File: src/xfer_branch_regs.vh
/*
 * Constants for the transfer, branch and immediate decoder: field
 * positions, selection codes and register map of the AXI4-Lite slave.
 * Assumes inclusion by bare name from the decoder module.
 */
`ifndef XFER_BRANCH_REGS_VH
`define XFER_BRANCH_REGS_VH

// ****************************************************************
// Instruction fields
// ****************************************************************
`define Q_FIELD_HI      12
`define Q_FIELD_LO      10
`define SOURCE_HI       9
`define SOURCE_LO       5
`define DSTF_HI         4
`define DSTF_LO         0
`define COND_HI         14
`define COND_LO         10
`define TGT_HI          12
`define TGT_LO          0
`define IMM_HI          31
`define IMM_LO          8

// ****************************************************************
// Source and destination codes
// ****************************************************************
`define SEL_NONE        5'h00
`define SEL_ROMPTR      5'h01
`define SEL_STATUS0     5'h02
`define SEL_STATUS1     5'h03
`define SEL_SHIFT       5'h04
`define SEL_STATUS      5'h05
`define SEL_LOOP        5'h06
`define SEL_STACK       5'h07
`define SEL_MUL         5'h08
`define SEL_MUL_LOW     5'h09
`define SEL_DROM        5'h0a
`define SEL_TEMP        5'h0b
`define SEL_EXTADDR     5'h0c
`define SEL_SERIAL      5'h0d
`define SEL_DATA        5'h0e
`define SEL_SLAVE       5'h0f
`define SEL_UNUSED      5'h1f
`define SEL_WR_BIT      4
`define SEL_HIGH_BASE   5'h18

// ****************************************************************
// Branch condition codes
// ****************************************************************
`define C_JUMP          5'h00
`define C_CALL          5'h01
`define C_RET           5'h02
`define C_ROMPTR_NZ     5'h03
`define C_FLAG_FIRST    5'h04
`define C_FLAG_LAST     5'h13
`define C_EXPOV0        5'h14
`define C_EXPOV1        5'h15
`define C_SI_NFULL      5'h16
`define C_SO_NEMPTY     5'h17
`define C_PORT0         5'h18
`define C_PORT1         5'h19
`define C_INDEX0_NZ     5'h1a
`define C_INDEX1_NZ     5'h1b
`define C_BASE0_NZ      5'h1c
`define C_BASE1_NZ      5'h1d
`define C_READY         5'h1e
`define C_MASTER_REQ    5'h1f

// ****************************************************************
// Instruction kinds (control register bits 1:0)
// ****************************************************************
`define KIND_NONE       2'h0
`define KIND_TRANSFER   2'h1
`define KIND_BRANCH     2'h2
`define KIND_LOAD_IMM   2'h3

// ****************************************************************
// Condition input bit positions in the flags register
// ****************************************************************
`define FLAG_ROMPTR_NZ  16
`define FLAG_EXPOV0     17
`define FLAG_EXPOV1     18
`define FLAG_SI_NFULL   19
`define FLAG_SO_NEMPTY  20
`define FLAG_PORT0      21
`define FLAG_PORT1      22
`define FLAG_INDEX0_NZ  23
`define FLAG_INDEX1_NZ  24
`define FLAG_BASE0_NZ   25
`define FLAG_BASE1_NZ   26
`define FLAG_READY      27
`define FLAG_MASTER_REQ 28

// ****************************************************************
// Register map (byte addresses)
// ****************************************************************
`define REG_INSTR       4'h0
`define REG_CTRL        4'h4
`define REG_FLAGS       4'h8
`define REG_DECODE      4'hc
`define AXI_OKAY        2'h0
`define AXI_DECERR      2'h3

`endif

File: src/dsp_transfer_branch_decoder.v
/*
 * Decoder for operand select, bus transfer, branch and load-immediate
 * fields. Software loads the instruction word, kind and flag/status
 * inputs over AXI4-Lite; each decode is latched and presented on ports.
 * Assumes a single 20 MHz clock and synchronous active-low reset.
 */
// Decided for this implementation: the AXI4-Lite slave port and the address map.
// Contract
// (RULE1) Bits 12-10 pick working register 0..7 for second ALU input.
// (RULE2) Bits 9-5 pick bus source; 00000 drives nothing.
// (RULE3) Codes 00010 and 00011 select status words zero and one.
// (RULE4) 00001 ROM pointer, 00100 shift, 00101 status, 00110 loop, 00111 stack.
// (RULE5) Source 01000 multiplier, 01010 data ROM, 01101 serial input.
// (RULE6) Source 01001 gives only low 24 multiplier bits.
// (RULE7) 01110 data reg, 01111 host slave reg, 01100 address, 01011 temp.
// (RULE8) 10xxx working regs, 11000/11001 RAMs, 11010-11101 pointers, 11110 K.
// (RULE9) Bits 4-0 pick destination; 00000 none, 01101 serial output.
// (RULE10) 01000 loads L from bus, K from RAM block 0; 01001 the reverse.
// (RULE11) Destination 01010 writes temp exponent only; 01011 whole temp.
// (RULE12) Branch target comes from 13-bit next-address field.
// (RULE13) Target MSB chooses internal or external instruction memory.
// (RULE14) Bits 14-10 select branch kind: jump, call, return.
// (RULE15) 00011 branches when ROM pointer is nonzero.
// (RULE16) 00100-10011 test Z,C,S,V of sets 0,1; even set, odd clear.
// (RULE17) 10100/10101 branch on exponent overflow of set 0/1.
// (RULE18) 10110 serial input not full; 10111 serial output not empty.
// (RULE19) 11000/11001 branch on input port 0/1.
// (RULE20) 11010/11011 index nonzero; 11100/11101 base pointer nonzero.
// (RULE21) 11110 branch on ready; 11111 on master request.
// (RULE22) Transfer inside a branch always executes.
// (RULE23) Load immediate writes 24-bit field to destination register.
// (RULE24) Code 11111 selects no register: no drive, no write.
`timescale 1ns/1ps
`include "xfer_branch_regs.vh"

module dsp_transfer_branch_decoder #(
    parameter TGT_WIDTH = 13,
    parameter IMM_WIDTH = 24
) (
    input  wire                 aclk,           // System clock
    input  wire                 aresetn,        // Synchronous reset, low
    input  wire [3:0]           s_axi_awaddr,   // Write address
    input  wire                 s_axi_awvalid,  // Write address valid
    output reg                  s_axi_awready,  // Write address ready
    input  wire [31:0]          s_axi_wdata,    // Write data
    input  wire [3:0]           s_axi_wstrb,    // Write strobes
    input  wire                 s_axi_wvalid,   // Write data valid
    output reg                  s_axi_wready,   // Write data ready
    output reg  [1:0]           s_axi_bresp,    // Write response
    output reg                  s_axi_bvalid,   // Write response valid
    input  wire                 s_axi_bready,   // Write response ready
    input  wire [3:0]           s_axi_araddr,   // Read address
    input  wire                 s_axi_arvalid,  // Read address valid
    output reg                  s_axi_arready,  // Read address ready
    output reg  [31:0]          s_axi_rdata,    // Read data
    output reg  [1:0]           s_axi_rresp,    // Read response
    output reg                  s_axi_rvalid,   // Read valid
    input  wire                 s_axi_rready,   // Read ready
    output reg  [2:0]           q_select,       // Working reg to second ALU input
    output reg  [31:0]          source_onehot,  // Bus source one-hot, bit = code
    output reg                  bus_drive,      // Some source drives the bus
    output reg                  mul_low_only,   // Source is low 24 multiplier bits
    output reg  [31:0]          dest_onehot,    // Destination one-hot, bit = code
    output reg                  reg_write,      // Some destination is written
    output reg                  k_from_ram_zero,// K loaded from RAM block 0
    output reg                  l_from_ram_one, // L loaded from RAM block 1
    output reg                  temp_exp_only,  // Only temp exponent is written
    output reg                  imm_to_bus,     // Immediate drives the bus
    output reg  [IMM_WIDTH-1:0] immediate,      // Immediate value
    output reg                  branch_taken,   // Branch condition met
    output reg  [TGT_WIDTH-1:0] branch_target,  // Branch target address
    output reg                  target_external,// Target in external memory
    output reg                  branch_call,    // Branch is a subroutine call
    output reg                  branch_return,  // Branch is a return
    output reg                  decode_valid    // One-cycle pulse: new decode
);

// ****************************************************************
// Register file
// ****************************************************************
    reg  [31:0] instr_word;
    reg  [1:0]  instr_kind;
    reg  [31:0] cond_inputs;
    reg         aw_held;
    reg  [3:0]  aw_addr;
    reg         w_held;
    reg  [31:0] w_data;
    reg  [3:0]  w_strb;
    reg         decode_go;
    reg  [4:0]  source_code;
    reg  [4:0]  dest_onehot_code;

    wire        do_write = aw_held && w_held && !s_axi_bvalid;

    function [31:0] merge;
        input [31:0] old_v;
        input [31:0] new_v;
        input [3:0]  strb;
        integer      i;
        begin
            for (i = 0; i < 4; i = i + 1) begin
                merge[i*8 +: 8] = strb[i] ? new_v[i*8 +: 8] : old_v[i*8 +: 8];
            end
        end
    endfunction

    always @(posedge aclk) begin
        if (!aresetn) begin
            s_axi_awready <= 1'b0;
            s_axi_wready  <= 1'b0;
            s_axi_bvalid  <= 1'b0;
            s_axi_bresp   <= `AXI_OKAY;
            aw_held       <= 1'b0;
            w_held        <= 1'b0;
            aw_addr       <= 4'h0;
            w_data        <= 32'h0000_0000;
            w_strb        <= 4'h0;
            instr_word    <= 32'h0000_0000;
            instr_kind    <= `KIND_NONE;
            cond_inputs   <= 32'h0000_0000;
            decode_go     <= 1'b0;
        end else begin
            decode_go     <= 1'b0;
            s_axi_awready <= !aw_held && !s_axi_awready && s_axi_awvalid;
            s_axi_wready  <= !w_held && !s_axi_wready && s_axi_wvalid;
            if (s_axi_awvalid && s_axi_awready) begin
                aw_held <= 1'b1;
                aw_addr <= s_axi_awaddr;
            end
            if (s_axi_wvalid && s_axi_wready) begin
                w_held <= 1'b1;
                w_data <= s_axi_wdata;
                w_strb <= s_axi_wstrb;
            end
            if (do_write) begin
                aw_held      <= 1'b0;
                w_held       <= 1'b0;
                s_axi_bvalid <= 1'b1;
                s_axi_bresp  <= `AXI_OKAY;
                case (aw_addr)
                    `REG_INSTR: instr_word <= merge(instr_word, w_data, w_strb);
                    `REG_CTRL: begin
                        if (w_strb[0]) begin
                            instr_kind <= w_data[1:0];
                            decode_go  <= 1'b1;
                        end
                    end
                    `REG_FLAGS: cond_inputs <= merge(cond_inputs, w_data, w_strb);
                    `REG_DECODE: s_axi_bresp <= `AXI_OKAY;
                    default: s_axi_bresp <= `AXI_DECERR;
                endcase
            end else if (s_axi_bvalid && s_axi_bready) begin
                s_axi_bvalid <= 1'b0;
            end
        end
    end

    always @(posedge aclk) begin
        if (!aresetn) begin
            s_axi_arready <= 1'b0;
            s_axi_rvalid  <= 1'b0;
            s_axi_rdata   <= 32'h0000_0000;
            s_axi_rresp   <= `AXI_OKAY;
        end else begin
            s_axi_arready <= !s_axi_arready && !s_axi_rvalid && s_axi_arvalid;
            if (s_axi_arvalid && s_axi_arready) begin
                s_axi_rvalid <= 1'b1;
                s_axi_rresp  <= `AXI_OKAY;
                case (s_axi_araddr)
                    `REG_INSTR:  s_axi_rdata <= instr_word;
                    `REG_CTRL:   s_axi_rdata <= {30'h0000_0000, instr_kind};
                    `REG_FLAGS:  s_axi_rdata <= cond_inputs;
                    `REG_DECODE: s_axi_rdata <= {16'h0000, reg_write, bus_drive,
                                     branch_return, branch_call, target_external,
                                     branch_taken, dest_onehot_code, source_code};
                    default: begin
                        s_axi_rdata <= 32'h0000_0000;
                        s_axi_rresp <= `AXI_DECERR;
                    end
                endcase
            end else if (s_axi_rvalid && s_axi_rready) begin
                s_axi_rvalid <= 1'b0;
            end
        end
    end

// ****************************************************************
// Field decode
// ****************************************************************
    // Condition inputs word: bits 0..7 hold the eight flags tested by codes
    // 00100-10011 in order (Z0,Z1,C0,C1,S0,S1,V0,V1 each set-level), then others.
    wire [4:0] src_code  = instr_word[`SOURCE_HI:`SOURCE_LO];
    wire [4:0] dst_code  = instr_word[`DSTF_HI:`DSTF_LO];
    wire [4:0] cond_code = instr_word[`COND_HI:`COND_LO];
    wire       is_branch = (instr_kind == `KIND_BRANCH);
    wire       is_ldi    = (instr_kind == `KIND_LOAD_IMM);
    wire       is_xfer   = (instr_kind == `KIND_TRANSFER) || is_branch; // RULE22
    reg        cond_met;
    reg  [4:0] flag_off;

    always @* begin
        flag_off = cond_code - `C_FLAG_FIRST;
        cond_met = 1'b0;
        if (cond_code >= `C_FLAG_FIRST && cond_code <= `C_FLAG_LAST) begin
            // Pairs: even code taken when set, odd when clear
            cond_met = cond_inputs[flag_off[4:1]] ^ flag_off[0]; // RULE16
        end else begin
            case (cond_code)
                `C_JUMP, `C_CALL, `C_RET: cond_met = 1'b1; // RULE14
                `C_ROMPTR_NZ: cond_met = cond_inputs[`FLAG_ROMPTR_NZ];  // RULE15
                `C_EXPOV0:    cond_met = cond_inputs[`FLAG_EXPOV0];     // RULE17
                `C_EXPOV1:    cond_met = cond_inputs[`FLAG_EXPOV1];     // RULE17
                `C_SI_NFULL:  cond_met = cond_inputs[`FLAG_SI_NFULL];   // RULE18
                `C_SO_NEMPTY: cond_met = cond_inputs[`FLAG_SO_NEMPTY];  // RULE18
                `C_PORT0:     cond_met = cond_inputs[`FLAG_PORT0];      // RULE19
                `C_PORT1:     cond_met = cond_inputs[`FLAG_PORT1];      // RULE19
                `C_INDEX0_NZ: cond_met = cond_inputs[`FLAG_INDEX0_NZ];  // RULE20
                `C_INDEX1_NZ: cond_met = cond_inputs[`FLAG_INDEX1_NZ];  // RULE20
                `C_BASE0_NZ:  cond_met = cond_inputs[`FLAG_BASE0_NZ];   // RULE20
                `C_BASE1_NZ:  cond_met = cond_inputs[`FLAG_BASE1_NZ];   // RULE20
                `C_READY:     cond_met = cond_inputs[`FLAG_READY];      // RULE21
                `C_MASTER_REQ: cond_met = cond_inputs[`FLAG_MASTER_REQ]; // RULE21
                default:      cond_met = 1'b0;
            endcase
        end
    end

    // Code 11111 is unassigned on both sides and must not select anything
    always @* begin
        source_code = (is_xfer && src_code != `SEL_UNUSED) ? src_code : `SEL_NONE; // RULE24
        dest_onehot_code = ((is_xfer || is_ldi) && dst_code != `SEL_UNUSED) ?
                           dst_code : `SEL_NONE; // RULE24
    end

// ****************************************************************
// Decode outputs, latched on each control write with byte 0 strobed
// ****************************************************************
    always @(posedge aclk) begin
        if (!aresetn) begin
            q_select        <= 3'h0;
            source_onehot   <= 32'h0000_0000;
            bus_drive       <= 1'b0;
            mul_low_only    <= 1'b0;
            dest_onehot     <= 32'h0000_0000;
            reg_write       <= 1'b0;
            k_from_ram_zero <= 1'b0;
            l_from_ram_one  <= 1'b0;
            temp_exp_only   <= 1'b0;
            imm_to_bus      <= 1'b0;
            immediate       <= {IMM_WIDTH{1'b0}};
            branch_taken    <= 1'b0;
            branch_target   <= {TGT_WIDTH{1'b0}};
            target_external <= 1'b0;
            branch_call     <= 1'b0;
            branch_return   <= 1'b0;
            decode_valid    <= 1'b0;
        end else begin
            decode_valid <= decode_go;
            if (decode_go) begin
                q_select      <= instr_word[`Q_FIELD_HI:`Q_FIELD_LO]; // RULE1
                // One-hot bit index equals the code, covering every
                // register from the ROM pointer up to K
                source_onehot <= (source_code == `SEL_NONE) ? 32'h0000_0000 :
                                 (32'h0000_0001 << source_code); // RULE2 RULE3 RULE4 RULE5 RULE7 RULE8
                bus_drive     <= (source_code != `SEL_NONE) || is_ldi; // RULE2
                mul_low_only  <= (source_code == `SEL_MUL_LOW); // RULE6
                dest_onehot   <= (dest_onehot_code == `SEL_NONE) ? 32'h0000_0000 :
                                 (32'h0000_0001 << dest_onehot_code); // RULE9 RULE3 RULE4 RULE7 RULE8
                reg_write     <= (dest_onehot_code != `SEL_NONE); // RULE9
                k_from_ram_zero <= (dest_onehot_code == `SEL_MUL); // RULE10
                l_from_ram_one  <= (dest_onehot_code == `SEL_MUL_LOW); // RULE10
                temp_exp_only <= (dest_onehot_code == `SEL_DROM); // RULE11
                imm_to_bus    <= is_ldi; // RULE23
                immediate     <= is_ldi ? instr_word[`IMM_HI:`IMM_LO] : {IMM_WIDTH{1'b0}}; // RULE23
                branch_taken  <= is_branch && cond_met;
                branch_target <= instr_word[`TGT_HI:`TGT_LO]; // RULE12
                target_external <= instr_word[`TGT_HI]; // RULE13
                branch_call   <= is_branch && (cond_code == `C_CALL); // RULE14
                branch_return <= is_branch && (cond_code == `C_RET); // RULE14
            end
        end
    end

endmodule // dsp_transfer_branch_decoder

File: config.mk
export PLATFORM = sky130hd
export DESIGN_NAME = dsp_transfer_branch_decoder
export DESIGN_NICKNAME = d
export VERILOG_FILES = /design/src/dsp_transfer_branch_decoder.v
export VERILOG_INCLUDE_DIRS = /design/src
export SDC_FILE = /design/constraint.sdc
export NUM_CORES = 1
export LEC_CHECK = 0
export BUFFER_PORTS_ARGS = -buffer_cell sky130_fd_sc_hd__buf_4
export CAP_MARGIN = 20
export CORE_MARGIN = 2
export CORE_UTILIZATION = 36
export DETAILED_ROUTE_END_ITERATION = 10
export GPL_ROUTABILITY_DRIVEN = 1
export SYNTH_ARGS = -nofsm -noshare
export SYNTH_HDL_FRONTEND = slang
export SYNTH_SLANG_ARGS = --single-unit
File: constraint.sdc
create_clock -name aclk -period 4.9 [get_ports aclk]
set_input_delay 0.98 -clock aclk [delete_from_list [all_inputs] [get_ports aclk]]
set_output_delay 0.98 -clock aclk [all_outputs]
set_load 0.05 [all_outputs]
Word-level counts from Yosys, hierarchy flattened
Index checks and enable logic that the tools add are counted.
{ "word_totals": {"elab_cells": 147, "out_inout_bits": 157, "latchBits": 0, "ramBits": 0, "mem_bits_ro": 0, "memories": 0, "reg_bits": 266} }
{ "op_classes": {"mux": 17, "n_div": 0, "bitwise": 2, "shifts": 2, "n_reduce_logical": 52, "mul": 0, "n_eq_ne": 30, "addsub": 1, "order_cmp": 3} }
{ "op_table": {"columns": ["cell", "n"], "rows": [
  ["$pmux 32 s4", 1],
  ["$mux 32", 2],
  ["$shl 1x5->32 const A", 2],
  ["$eq 5x5->1 const B", 12],
  ["$reduce_and 3->1", 10],
  ["$mux 24", 1],
  ["$eq 5x4->1 const B", 4],
  ["$logic_and 1x1->1", 19],
  ["$eq 4x4->1 const B", 4],
  ["$logic_not 5->1", 3],
  ["$pmux 1 s14", 1],
  ["$eq 5x2->1 const B", 2],
  ["$mux 5", 2],
  ["$ne 5x5->1 const B", 2],
  ["$reduce_bool 5->1", 2],
  ["$eq 4x3->1 const B", 2],
  ["$logic_not 4->1", 2],
  ["$reduce_or 4->1", 2],
  ["$logic_not 1->1", 7],
  ["$mux 1", 7],
  ["$lt 4x6->1 const B", 1],
  ["$eq 5x1->1 const B", 1],
  ["$ge 5x3->1 const B", 1],
  ["$le 5x5->1 const B", 1],
  ["other kinds (11)", 16]
]} }

Logic depth before layout (Yosys ltp)
{ "logic_depth": {"word_depth": 7, "ltp_mapped": 8, "mapped_depth_nobuf": 7} }

Worst setup path after synthesis
Ideal clock, no wire load.
{ "synth_timing": {"path_type": "input to register", "from": "input port aresetn", "to": "register source_onehot[15]", "setup_time_ns": 0.117, "t_required_ns": 4.783, "path_buffers": 1, "path_stages": 5, "path_slack_ns": 2.887, "arrival_ns": 1.895, "path_cell_list": "buf_2 > nand2_1 > nor2_4 > and4_1 > a32o_1"} }
{ "synth_rtl": {"columns": ["item", "line_no", "source"], "rows": [
  ["start, declared", "dsp_transfer_branch_decoder.v:41", "input wire aresetn,"],
  ["end signal, assigned", "dsp_transfer_branch_decoder.v:263", "source_onehot <= (source_code == `SEL_NONE) ? 32'h0000_0000 :"],
  ["end, declared", "dsp_transfer_branch_decoder.v:60", "output reg [31:0] source_onehot,"]
]} }

==> summary.txt <==
run status -> finished, final reports clean
Leakage -> 5.09 nW
TritonCTS clock tree -> done
pwr dens -> 344 nW/um^2
Post-CTS Resized -> 0
post-CTS setup buffers -> 0
share of layout cells above drive strength 1 -> 21.1%
TNS Setup -> 0 ns
I/O Buffers -> 207
die area -> 30700 um^2
Critical Path RT -> 5.38 ns
dominant synthesized flop cell -> dfxtp_1
number of synthesized register bits -> 260
Yosys warning count -> 0
clock sinks -> 260
min-delay worst type -> reg -> reg
initial core utilization -> 36.7%
CTS max path bufs -> 3
Slew headroom -> 30.4%
die width -> 175 um
Residual DRC -> 0
Startpoint Class -> input port
I/O pin count -> 208
vias in the first global route -> 8126
clock skew -> 0.0152 ns
kind of critical path -> in -> reg
Post-synth EDFFs -> 0
Final Hold Vio Count -> 0
Slew @ Worst Pin -> 1.04 ns
kind of cell adding the most delay to the critical path -> buffers and inverters
drt wl/cell -> 17.3 um
ant diodes -> 0
worst-path fanout max -> 81
Fmax achieved -> 399 MHz
H-tree depth -> 1
first-pass GRT wire length -> 46900 um
vias per inst -> 5.12
Max Cap Viol -> 0
GRT Util Overall -> 18.9%
sequential share of the synthesized area -> 49.3%
Setup crit end kind -> flop
Total Wirelength -> 29800 um
Post-Syn Area -> 10600 um^2
post-synthesis async set-or-reset flop share -> 0%
root buffer cell -> clkbuf_16
initial antenna violation count -> 0
Num CTS Buffers -> 28
die height -> 175 um
VDD IR max -> 228 uV
slowest CP cell -> nor2b_4
Tmin final -> 2.51 ns
Placer Congestion -> 0.788
synth-to-layout area growth -> 25.7%
post-place setup slack -> 1.84 ns
period utilization -> 51.2%
total congestion overflow -> 0
Unique masters post-synth -> 55
Starting DRT DRC Count -> 712
syn nets -> 1222
RSZ-0062 raised after global routing -> false
Rows -> 62
Slew Limit Fails -> 0
Post-Syn Area per Cell -> 9.07 um^2
Final HPWL DP -> 21300 um
Final ANT Viol Nets -> 0
fin worst setup slack -> 2.39 ns
layout net count -> 1377
CP Buf/Inv Count -> 2
CP arrival -> 2.99 ns
worst-path cell chain -> buf_4 -> nor2b_4 -> buf_4 -> a22o_1
CP dominant cell by count -> buf_4
CTS hold repair buffers -> 0
DRT Pass-1 Iters -> 5
Final setup viols -> 0
slowest cell delay on critical path -> 0.80 ns
vias -> 8824
Skew-Pair Late Insertion Delay -> 0.54 ns
Reg clk slew, reported paths -> 0.06 ns
largest net degree at the start of global routing -> 100
Core ar. -> 28800 um^2
Design Power -> 4.56 mW
Post-Syn Instances -> 1163
## layout make-up
class | count | area [um^2]
tap | 384 | 480
clock inverter | 13 | 199
multi-input combinational | 799 | 4890
timing repair buffer | 218 | 1640
inverter | 11 | 41.3
sequential | 260 | 5210
fill | 2829 | 15500
clock buffer | 38 | 810
## metal layers
metal  up-vias  global-route usage [%]  part of all wire [%]
met5         -                       0                     0
met4         0                    3.89                   1.1
met3        25                    2.96                   5.5
met2       235                    27.2                    42
met1      4189                    29.4                    51
li1       4375                       -                     -
## layout by cell type (no fill, tap or decap), types with 27 or more instances in the layout
master / instances
a22oi_1: 28
a21boi_0: 45
nand2_1: 231
nand3_1: 90
a22o_1: 40
clkbuf_16: 29
a21boi_1: 77
mux2i_1: 27
buf_4: 217
nor2b_1: 31
o21ai_1: 51
dfxtp_1: 259
## power breakdown
part	switching, mW	total [mW]	internal (mW)
registers	0.0173	2.14	2.13
clock network	0.854	2.27	1.42
logic	0.0833	0.144	0.0611
total	0.955	4.56	3.60
## state kept, by name (all words and copies together), names as in the netlist, 4 cells and up
| signal | flops |
|---|---|
| aw_addr | 4 |
| branch_target | 10 |
| cond_inputs | 32 |
| dest_onehot | 32 |
| immediate | 24 |
| instr_word | 32 |
| s_axi_rdata | 32 |
| source_onehot | 32 |
| w_data | 32 |
| w_strb | 4 |
## logic make-up after synthesis
group	synth area share, %
and+or+nand+nor	21.0
AOI/OAI and AO/OA	19.8
DFF	49.3
buffers and inverters	4.42
muxes	4.27
adders and majority gates	0.948
xor gates and xnor gates	0.166
## per-stage QoR
stage	hold slack, ns	utilization [%]	instance area, um^2	cells
floorplan	0.412	-	10600	1163
global placement	0.438	42.6	12200	1671
detailed placement	0.435	42.6	12200	1671
CTS	0.444	46.1	13300	1722
global route	0.461	46.1	13300	1723
finish	0.445	46.1	13300	1723
## Yosys cell counts, types with 22 or more instances
| cell | number | share of area [%] |
|---|---|---|
| nand3_1 | 90 | 4.3 |
| nand2_1 | 231 | 8.2 |
| a21boi_1 | 77 | 5.5 |
| o21ai_1 | 51 | 2.4 |
| a22oi_1 | 28 | 2.0 |
| nor2b_1 | 32 | 1.9 |
| a22o_1 | 40 | 3.3 |
| and2_1 | 22 | 1.3 |
| dfxtp_1 | 260 | 49 |
| mux2i_1 | 27 | 2.6 |
| nor2_1 | 22 | 0.78 |
| a21boi_0 | 45 | 3.2 |
| clkbuf_1 | 50 | 1.8 |
## final timing paths
check | from | endpoint | slack, ns | depth (start not counted)
hold reg to reg | aw_held | s_axi_awready | 0.44 | 1
hold / removal | aw_held | s_axi_awready | 0.44 | 1
setup / recovery | aresetn | dest_onehot[25] | 2.39 | 4
setup reg to reg | s_axi_bvalid | instr_word[28] | 2.48 | 6
Power figures use the tool's default switching activity.
